<file path="src/verilog/pbae_map.svh">
`ifndef PBAE_MAP_SVH
`define PBAE_MAP_SVH

// ----------------------------------------------------------------
// register addresses and fields
// ----------------------------------------------------------------
`define PBAE_VCL_ADDR 32'hFFFFFFFC
`define PBAE_VCH_ADDR 32'hFFFFFFF8
`define PBAE_BIT_RX_ERR 0
`define PBAE_BIT_TX_ERR 1
`define PBAE_BIT_BAD_ADDR 2
`define PBAE_BIT_UNSOL 3
`define PBAE_BIT_BAD_OP 5
`define PBAE_MOD_VERS 16'h0000
// high register content; the value is arbitrary
`define PBAE_VCH_VALUE 32'h12345678

// ----------------------------------------------------------------
// subsystem windows
// ----------------------------------------------------------------
`define PBAE_WIN_MASK 32'hFFFFFF00
`define PBAE_BASE_CLK 32'hFFC00000
`define PBAE_BASE_INT 32'hFFD00000
`define PBAE_BASE_TMR 32'hFFD80000
`define PBAE_BASE_VCR 32'hFFFFFF00
`endif

</file>
<file path="src/verilog/pbae_pkg.sv">
package pbae_pkg;
    typedef enum logic [2:0] {
        PBAE_LD1 = 3'h0,
        PBAE_LD2 = 3'h1,
        PBAE_LD4 = 3'h2,
        PBAE_LD8 = 3'h3,
        PBAE_ST1 = 3'h4,
        PBAE_ST2 = 3'h5,
        PBAE_ST4 = 3'h6,
        PBAE_ST8 = 3'h7
    } pbae_opc_t;

    typedef struct packed {
        logic [31:0] addr;
        logic [7:0] opc;
        logic [63:0] wdata;
        logic [7:0] be;
        logic lock;
    } pbae_req_t;

    typedef struct packed {
        logic [63:0] rdata;
        logic err;
        logic lock;
    } pbae_rsp_t;

    typedef enum logic [1:0] {
        PBAE_IDLE = 2'b00,
        PBAE_FWD = 2'b01,
        PBAE_ERR = 2'b10,
        PBAE_REG = 2'b11
    } pbae_state_t;
endpackage
</file>
<file path="src/verilog/pbae_bridge.sv">
`timescale 1ns/1ps
`include "pbae_map.svh"
module pbae_bridge
    import pbae_pkg::*;
(
    // clock and reset
    input wire logic clk,
    input wire logic rst,
    // build configuration, one bit per subsystem window
    input wire logic [3:0] present,
    // initiator side request
    input wire logic reqValid,
    output logic reqReady,
    input wire pbae_req_t req,
    // initiator side response
    output logic rspValid,
    output pbae_rsp_t rsp,
    // core initiator port saw an error response
    input wire logic coreErrIn,
    // peripheral side
    output logic [2:0] perSel,
    output logic perValid,
    output pbae_req_t perReq,
    input wire logic perDone,
    input wire logic [63:0] perRdata,
    // flag view
    output logic [31:0] vclView
);
    pbae_state_t state;
    logic badAddr, badOpc, isVcr;
    logic [2:0] target;
    logic errRec, errSnt, flagBadAddr, flagBadOpc;
    logic take, vcrWrite;
    logic [31:0] regAddr;

    // ----------------------------------------------------------------
    // classification
    // ----------------------------------------------------------------
    pbae_decode u_dec (
        .addr(req.addr),
        .opc(req.opc),
        .present(present),
        .badAddr(badAddr),
        .badOpc(badOpc),
        .target(target),
        .isVcr(isVcr)
    );

    assign reqReady = (state == PBAE_IDLE);
    assign take = reqValid && reqReady;
    // only four-byte stores are meaningful here; others undefined
    assign vcrWrite = take && !badAddr && !badOpc && isVcr
        && req.opc[2] && req.addr == `PBAE_VCL_ADDR;

    // ----------------------------------------------------------------
    // request sequencing
    // ----------------------------------------------------------------
    // one request in flight keeps the flags and answers in order
    always_ff @(posedge clk) begin
        if (rst) begin
            state <= PBAE_IDLE;
        end else begin
            unique case (state)
                PBAE_IDLE: begin
                    if (take) begin
                        if (badAddr || badOpc) begin
                            state <= PBAE_ERR;
                        end else if (isVcr) begin
                            state <= PBAE_REG;
                        end else begin
                            state <= PBAE_FWD;
                        end
                    end
                end
                PBAE_FWD: begin
                    if (perDone) begin
                        state <= PBAE_IDLE;
                    end
                end
                PBAE_ERR: state <= PBAE_IDLE;
                PBAE_REG: state <= PBAE_IDLE;
            endcase
        end
    end

    // ----------------------------------------------------------------
    // peripheral forwarding
    // ----------------------------------------------------------------
    always_ff @(posedge clk) begin
        if (rst) begin
            perReq <= '0;
            perSel <= 3'h0;
        end else if (take && !badAddr && !badOpc && !isVcr) begin
            perReq <= req;
            perReq.lock <= 1'b0;
            perSel <= target;
        end
    end
    assign perValid = (state == PBAE_FWD);

    // every taken address is kept so register reads pick the right word
    always_ff @(posedge clk) begin
        if (rst) begin
            regAddr <= 32'h00000000;
        end else if (take) begin
            regAddr <= req.addr;
        end
    end

    // ----------------------------------------------------------------
    // responses
    // ----------------------------------------------------------------
    // lock is never driven back to the initiator
    always_ff @(posedge clk) begin
        if (rst) begin
            rspValid <= 1'b0;
            rsp <= '0;
        end else begin
            rspValid <= 1'b0;
            rsp.lock <= 1'b0;
            if (state == PBAE_ERR) begin
                rspValid <= 1'b1;
                rsp.err <= 1'b1;
                rsp.rdata <= '0;
            end else if (state == PBAE_FWD && perDone) begin
                rspValid <= 1'b1;
                rsp.err <= 1'b0;
                rsp.rdata <= perRdata;
            end else if (state == PBAE_REG) begin
                rspValid <= 1'b1;
                rsp.err <= 1'b0;
                rsp.rdata <= {32'h0, regAddr == `PBAE_VCH_ADDR
                    ? `PBAE_VCH_VALUE : vclView};
            end
        end
    end

    // ----------------------------------------------------------------
    // error flags; hardware set wins over a software store
    // ----------------------------------------------------------------
    always_ff @(posedge clk) begin
        if (rst) begin
            errRec <= 1'b0;
            errSnt <= 1'b0;
            flagBadAddr <= 1'b0;
            flagBadOpc <= 1'b0;
        end else begin
            if (vcrWrite) begin
                errRec <= req.wdata[`PBAE_BIT_RX_ERR];
                errSnt <= req.wdata[`PBAE_BIT_TX_ERR];
                flagBadAddr <= req.wdata[`PBAE_BIT_BAD_ADDR];
                flagBadOpc <= req.wdata[`PBAE_BIT_BAD_OP];
            end
            if (coreErrIn) begin
                errRec <= 1'b1;
            end
            if (state == PBAE_ERR) begin
                errSnt <= 1'b1;
            end
            // both flags set for a doubly bad request
            if (take && badAddr) begin
                flagBadAddr <= 1'b1;
            end
            if (take && badOpc) begin
                flagBadOpc <= 1'b1;
            end
        end
    end

    // reserved bits read as zero
    always_comb begin
        vclView = {`PBAE_MOD_VERS, 16'h0000};
        vclView[`PBAE_BIT_RX_ERR] = errRec;
        vclView[`PBAE_BIT_TX_ERR] = errSnt;
        vclView[`PBAE_BIT_BAD_ADDR] = flagBadAddr;
        vclView[`PBAE_BIT_BAD_OP] = flagBadOpc;
    end

    // ----------------------------------------------------------------
    // checks
    // ----------------------------------------------------------------
    bad_addr_flag_a: assert property (@(posedge clk) disable iff (rst)
        take && badAddr |=> flagBadAddr)
        else $error("bad address not flagged");
    bad_opcode_flag_flag_a: assert property (@(posedge clk) disable iff (rst)
        take && badOpc |=> flagBadOpc)
        else $error("bad opcode not flagged");
    err_sent_flag_a: assert property (@(posedge clk) disable iff (rst)
        rspValid && rsp.err |-> errSnt)
        else $error("error sent flag missing");
    bad_err_rsp_a: assert property (@(posedge clk) disable iff (rst)
        take && (badAddr || badOpc) |-> ##2 rspValid && rsp.err)
        else $error("no error response");
    no_fwd_bad_a: assert property (@(posedge clk) disable iff (rst)
        take && (badAddr || badOpc) |=> !perValid[*2])
        else $error("bad request forwarded");
    good_fwd_a: assert property (@(posedge clk) disable iff (rst)
        take && !badAddr && !badOpc && !isVcr |=> perValid
        && perSel == $past(target))
        else $error("good request not forwarded");
    no_lock_a: assert property (@(posedge clk) disable iff (rst)
        !rsp.lock && !perReq.lock)
        else $error("lock driven");
    error_received_flag_flag_a: assert property (@(posedge clk) disable iff (rst)
        coreErrIn |=> errRec)
        else $error("received error not flagged");
    flag_store_a: assert property (@(posedge clk) disable iff (rst)
        vcrWrite && !coreErrIn |=> errRec == $past(req.wdata[0]))
        else $error("store not taken");
    bad_opcode_flag_code_a: assert property (@(posedge clk) disable iff (rst)
        badOpc == (req.opc > 8'h07))
        else $error("opcode class wrong");
endmodule

</file>
<file path="src/verilog/pbae_decode.sv">
`timescale 1ns/1ps
`include "pbae_map.svh"
// address and opcode classification, purely combinational
module pbae_decode
    import pbae_pkg::*;
(
    // request
    input wire logic [31:0] addr,
    input wire logic [7:0] opc,
    input wire logic [3:0] present,
    // classification
    output logic badAddr,
    output logic badOpc,
    output logic [2:0] target,
    output logic isVcr
);
    function automatic logic inWin(input logic [31:0] a,
                                   input logic [31:0] b);
        inWin = (a & `PBAE_WIN_MASK) == b;
    endfunction

    logic [3:0] hit;

    // one window per subsystem; index 3 is the bridge's own pair
    always_comb begin
        hit[0] = inWin(addr, `PBAE_BASE_CLK);
        hit[1] = inWin(addr, `PBAE_BASE_INT);
        hit[2] = inWin(addr, `PBAE_BASE_TMR);
        hit[3] = inWin(addr, `PBAE_BASE_VCR);
        badAddr = ~|(hit & present);
        // upper opcode bits must be zero: only the eight opcodes pass
        badOpc = |opc[7:3];
        target = hit[0] ? 3'h0 : hit[1] ? 3'h1 : hit[2] ? 3'h2 : 3'h3;
        isVcr = hit[3];
    end
endmodule

</file>
<file path="config.mk">
export PLATFORM = sky130hd
export DESIGN_NAME = pbae_bridge
export DESIGN_NICKNAME = d
export VERILOG_FILES = /design/src/verilog/pbae_pkg.sv /design/src/verilog/pbae_bridge.sv /design/src/verilog/pbae_decode.sv
export VERILOG_INCLUDE_DIRS = /design/src /design/src/verilog
export SDC_FILE = /design/constraint.sdc
export NUM_CORES = 1
export LEC_CHECK = 0
export BUFFER_PORTS_ARGS = -buffer_cell sky130_fd_sc_hd__clkbuf_2
export CAP_MARGIN = 15
export CORE_AREA = 2 2 158 160
export DETAILED_ROUTE_END_ITERATION = 12
export DIE_AREA = 0 0 160 162
export MAX_ROUTING_LAYER = met4
export PLACE_DENSITY = 0.6
export SLEW_MARGIN = 0
export SYNTH_ARGS = -nofsm -noshare
export SYNTH_HDL_FRONTEND = slang
export SYNTH_HIERARCHICAL = 1
export SYNTH_SLANG_ARGS = --single-unit
</file>
<file path="constraint.sdc">
create_clock -name clk -period 5.3 [get_ports clk]
set_input_delay 0.265 -clock clk [delete_from_list [all_inputs] [get_ports clk]]
set_output_delay 0.265 -clock clk [all_outputs]
set_load 0.01 [all_outputs]
</file>
* Word-level counts from Yosys, hierarchy flattened
Index checks and enable logic that the tools add are counted.
** Storage, ports and cells
- Register bits after elaboration :: 220
** Operators by class
- Eq/ne operators :: 11
- Muxes and demuxes :: 23
- Bitwise logic cells :: 1
- Reductions and logical operators :: 26
** Operator list (number)
- 65-bit two-way mux :: 3
- 24-bit equality test, second input constant :: 4
- 32-bit equality test, second input constant :: 2
- 29-bit two-way mux :: 1
- 1-bit two-way mux :: 12
- 2-bit two-way mux :: 6
- 1-bit logical AND :: 10
- 2-bit nonzero test :: 5
- 2-bit one-hot mux with 3 select lines :: 1
- 5-bit OR reduction :: 1
- 4-bit AND :: 1
- 2-bit equality test, second input constant :: 2
- 2-bit by 1-bit != test with 1-bit output, second input constant :: 2
- 2-bit OR reduction :: 2
- 4-bit OR reduction :: 1
- 1-bit zero test :: 3
- 3-bit nonzero test :: 1
- 2-bit by 1-bit equality test with 1-bit output, second input constant :: 1
- 2-bit zero test :: 1
- 2-bit AND reduction :: 1
- 1-bit logical OR :: 1

* Logic depth before layout (Yosys ltp)
- Depth after elaboration :: 10
- Mapped depth :: 11
- Gate-level depth less buffers :: 8

* Modules after synthesis
Netlist, hierarchy kept.
** By module, submodules not included
- pbae_bridge :: instances 1, cells an instance 985, area an instance 8071.5 um2, sequential area each 4384.2 um2
- pbae_decode :: instances 1, cells an instance 26, area an instance 171.4 um2, sequential area each 0.0 um2

* Worst setup path after synthesis
No wires, ideal clock.
- Path kind :: in2reg
- Start point :: input port req[93] (netlist bit)
- End point :: register flagBadAddr
- Library setup time :: 0.133 ns
- Arrival time :: 2.144 ns
- Required time :: 5.167 ns
- Slack :: 3.023 ns
- Cell stages on the path :: 9
- Buffers on the path :: 1
- Cells stage by stage :: nand4_1 nor4_1 and2_2 a22oi_2 or2_2 clkbuf_1 or4_4 o31ai_1 a31oi_1
** RTL lines
- from (decl) :: RTL line pbae_bridge.sv:14 : input wire pbae_req_t req,
- 24-bit equality test * :: RTL line pbae_decode.sv:19 : inWin = (a & `PBAE_WIN_MASK) == b;
- net isVcr :: RTL line pbae_bridge.sv:30 : logic badAddr, badOpc, isVcr;
- 4-bit AND * :: RTL line pbae_decode.sv:30 : badAddr = ~|(hit & present);
- 4-bit OR reduction * :: RTL line pbae_decode.sv:30
- 1-bit zero test * :: RTL line pbae_decode.sv:30
- net badAddr :: RTL line pbae_bridge.sv:30
- 1-bit logical AND * :: RTL line pbae_bridge.sv:161 : if (take && badAddr) begin
- 1-bit two-way mux or 2-bit nonzero test (tied branches)
- to (signal assigned) :: RTL line pbae_bridge.sv:151 : flagBadAddr <= req.wdata[`PBAE_BIT_BAD_ADDR];
- to (decl) :: RTL line pbae_bridge.sv:32 : logic errRec, errSnt, flagBadAddr, flagBadOpc;
Mark *: on every way through the listed nets, which the timed path passes. The rest lies on a longest branch.
A chain may end at the register's enable or synchronous reset.

* Worst setup path after layout
- Start point :: input port req[107] (netlist bit)
- End point :: register perReq[29] (netlist bit)
** Between the ends
- Longest elaborated chain between the ends :: 6
** Ends and longest elaborated chain
- 24-bit equality test * :: RTL line pbae_decode.sv:19
- net isVcr :: RTL line pbae_bridge.sv:30
- 4-bit AND :: RTL line pbae_decode.sv:30
- 4-bit OR reduction :: RTL line pbae_decode.sv:30
- 1-bit logical AND (2 in series) :: RTL line pbae_bridge.sv:93 : end else if (take && !badAddr && !badOpc && !isVcr) begin
- 1-bit logical AND * :: RTL line pbae_bridge.sv:93
- to (signal assigned) :: RTL line pbae_bridge.sv:94 : perReq <= req;
- to (decl) :: RTL line pbae_bridge.sv:23 : output pbae_req_t perReq,
Marks and branches as above.

==> metrics.txt <==
Routed WL per cell 16.1 um; gpl congestion 0.814; clk_lat worst skew 0.52 ns; Syn-to-layout area delta 49.0%; Port Buf Inserts 371; Slowest-stage cell, CP or3_2; post-synthesis cell type count 42; Syn Area/Cell 8.15 um^2; Post-synth EDFFs 0; Die X 160 um; Synth Flop Type dfxtp_1; I/O Pins 403; Max Clock Freq 308 MHz; top cells by area, synth dfxtp_1, nand2_1, a21oi_1, nor2_1, a22oi_1; DR pass1 iterations 5; largest net degree at the start of global routing 100; CP Class primary input to flip-flop; HPWL after detailed placement 19,400 um; Slew @ Worst Pin 1.08 ns; FF+latch count, synth 219; Max-Cap Viols 0; Max H-tree Level 1; Post-Synthesis Cells 1,011; Fin. Hold Viols 0; First DRT Iteration DRCs 614; Clock Skews 0.0210 ns; RSZ-0062 raised after global routing false; Post-route DRC 0; DR vias 8,711; max_slew headroom 28.1%; final setup vio count 0; core area 0.0241 mm^2; first-pass GRT wire length 44,900 um; Die Footprint 0.0259 mm^2; Worst Hold Class primary input to flip-flop; post-synth top area share 53.2%; most common cell after layout, fill and taps aside clkbuf_2; all-layer global routing usage 21.8%; slowest stage delay, CP 0.87 ns; Num CTS Buffers 25; CTS root buf clkbuf_16; post-CTS setup buffer count 0; commonest non-fill, non-tap cells in the layout clkbuf_2, nand2_1, dfxtp_1; clock tree sinks 219; post-route ant nets 0; initial antenna violation count 1; CP Launch Type primary input; Worst VDD drop 0.000190 V; Post-CTS Resized 0; min Tclk post-route 3.25 ns; CP Capture Type flip-flop; cell taking the most area after synthesis dfxtp_1; worst hold slack 0.0196 ns; CTS tree done; Final Power 0.00360 W; asr flop ratio synth 0%; Syn. warnings 6; Final #Nets 1,660; layout cells sized above 1 29.4%; Top cell by count, worst path nand2_1; final setup TNS 0 ns; Mapped Area 0.00824 mm^2; Placement Rows 57; cell area power density 293 mW/mm^2; crit share post-route 61.3%; status complete, no violations; Worst Path Required 5.67 ns; Slew Limit Fails 0; Starting Density 34.2%; CP Data Arrival Time 3.62 ns; CP max FO 50; post-synthesis sequential area ratio 53.2%; vias in the first global route 8,335; Vias/cell 4.80; CP cell instances dlygate4sd3_1 > clkbuf_2 > nand2_1 > nor3_1 > and2_2 > a22oi_2 > or2_2 > or3_2 > buf_4 > nand2_1 > a21oi_1; clk slew on worst S/H paths 0.06 ns; final WL 29,200 um; CTS max path bufs 3; fillers 2,372; Die Height 162 um; Core Util, Final 50.9%; P_leak 5.21 nW; GRT overflow 0
report_power, final:
part	internal [W]	leakage (nW)	switching (W)
sequential	0.00166	1.77	0.0000111
combinational	0.000139	3.05	0.000136
clock	0.000974	0.388	0.000678
total	0.00278	5.21	0.000825
cell usage after synthesis, types with 2 or more instances:
cell type	number
dfxtp_1	219
nand2_1	267
a21o_1	3
a31oi_1	3
and2_2	2
nor2b_1	2
or3_1	2
a21oi_1	143
o31ai_1	4
o21ai_0	17
and2_1	2
a41oi_1	3
nor4_1	8
nand4_1	20
a22oi_1	48
buf_4	40
nor2_1	106
a211oi_1	25
buf_2	6
clkbuf_1	63
nor3_1	5
conb_1	2
or2_2	2
layer usage:
metal	vias to the layer above	share of wire (%)	wire, um	GRT usage [%]
li1	4286	-	-	-
met1	4030	41	11800	25.6
met2	317	49	14300	36.5
met3	78	6.6	1930	4.55
met4	0	4.0	1170	9.09
met5	-	0	0	-
path summary, 6_finish.rpt:
| check | depth (start not counted) | from | slack [ns] | end |
|---|---|---|---|---|
| worst max-delay path | 11 | req[107] | 2.05 | perReq[29] |
| worst min-delay path | 3 | req[68] | 0.02 | perReq[68] |
| worst max register to register | 6 | state[1] | 2.53 | perReq[46] |
| worst min register to register | 2 | perReq[78] | 0.45 | perReq[78] |
worst max-delay path: cells and delay by family:
| kind | cells | cell delay [ns] |
|---|---|---|
| AND/OR/NAND/NOR | 6 | 2.06 |
| buffers and inverters | 3 | 1.06 |
| AO/OA/AOI/OAI | 2 | 0.18 |
logic make-up after synthesis:
family | share of synthesized area [%]
buf+inv | 7.06
simple gates | 21.4
other cells | 0.0911
compound gates | 18.1
flops | 53.2
mux | 0.182
state kept, by name (all words and copies together) (netlist names):
register / cells
errRec: 1
state: 2
flagBadAddr: 1
rsp: 65
rspValid: 1
regAddr: 32
errSnt: 1
perSel: 3
flagBadOpc: 1
perReq: 112
metrics by stage:
stage               setup slack (ns)  area [um^2]  instances
floorplan                       3.02         8350       1040
global placement                2.05        10100       1635
detailed placement              2.04        10200       1636
CTS                             2.11        12300       1811
global route                    1.90        12300       1813
finish                          2.05        12300       1813
what timing repair did:
item / CTS / global route
setup endpoints to repair: 0 / 0
hold buffers: 134 / 0
hold endpoints to repair: 135 / 0
final cells by class:
class | instances | area, um^2 | share of cell area [%]
timing repair buffer | 517 | 3300 | 26.9
antenna | 1 | 2.50 | 0.0204
inverter | 1 | 3.75 | 0.0306
clock inverter | 9 | 76.3 | 0.621
tap | 324 | 405 | 3.30
multi-input combinational | 710 | 3410 | 27.8
sequential | 219 | 4380 | 35.7
clock buffer | 32 | 702 | 5.72
(Power assumes the default switching activity.)
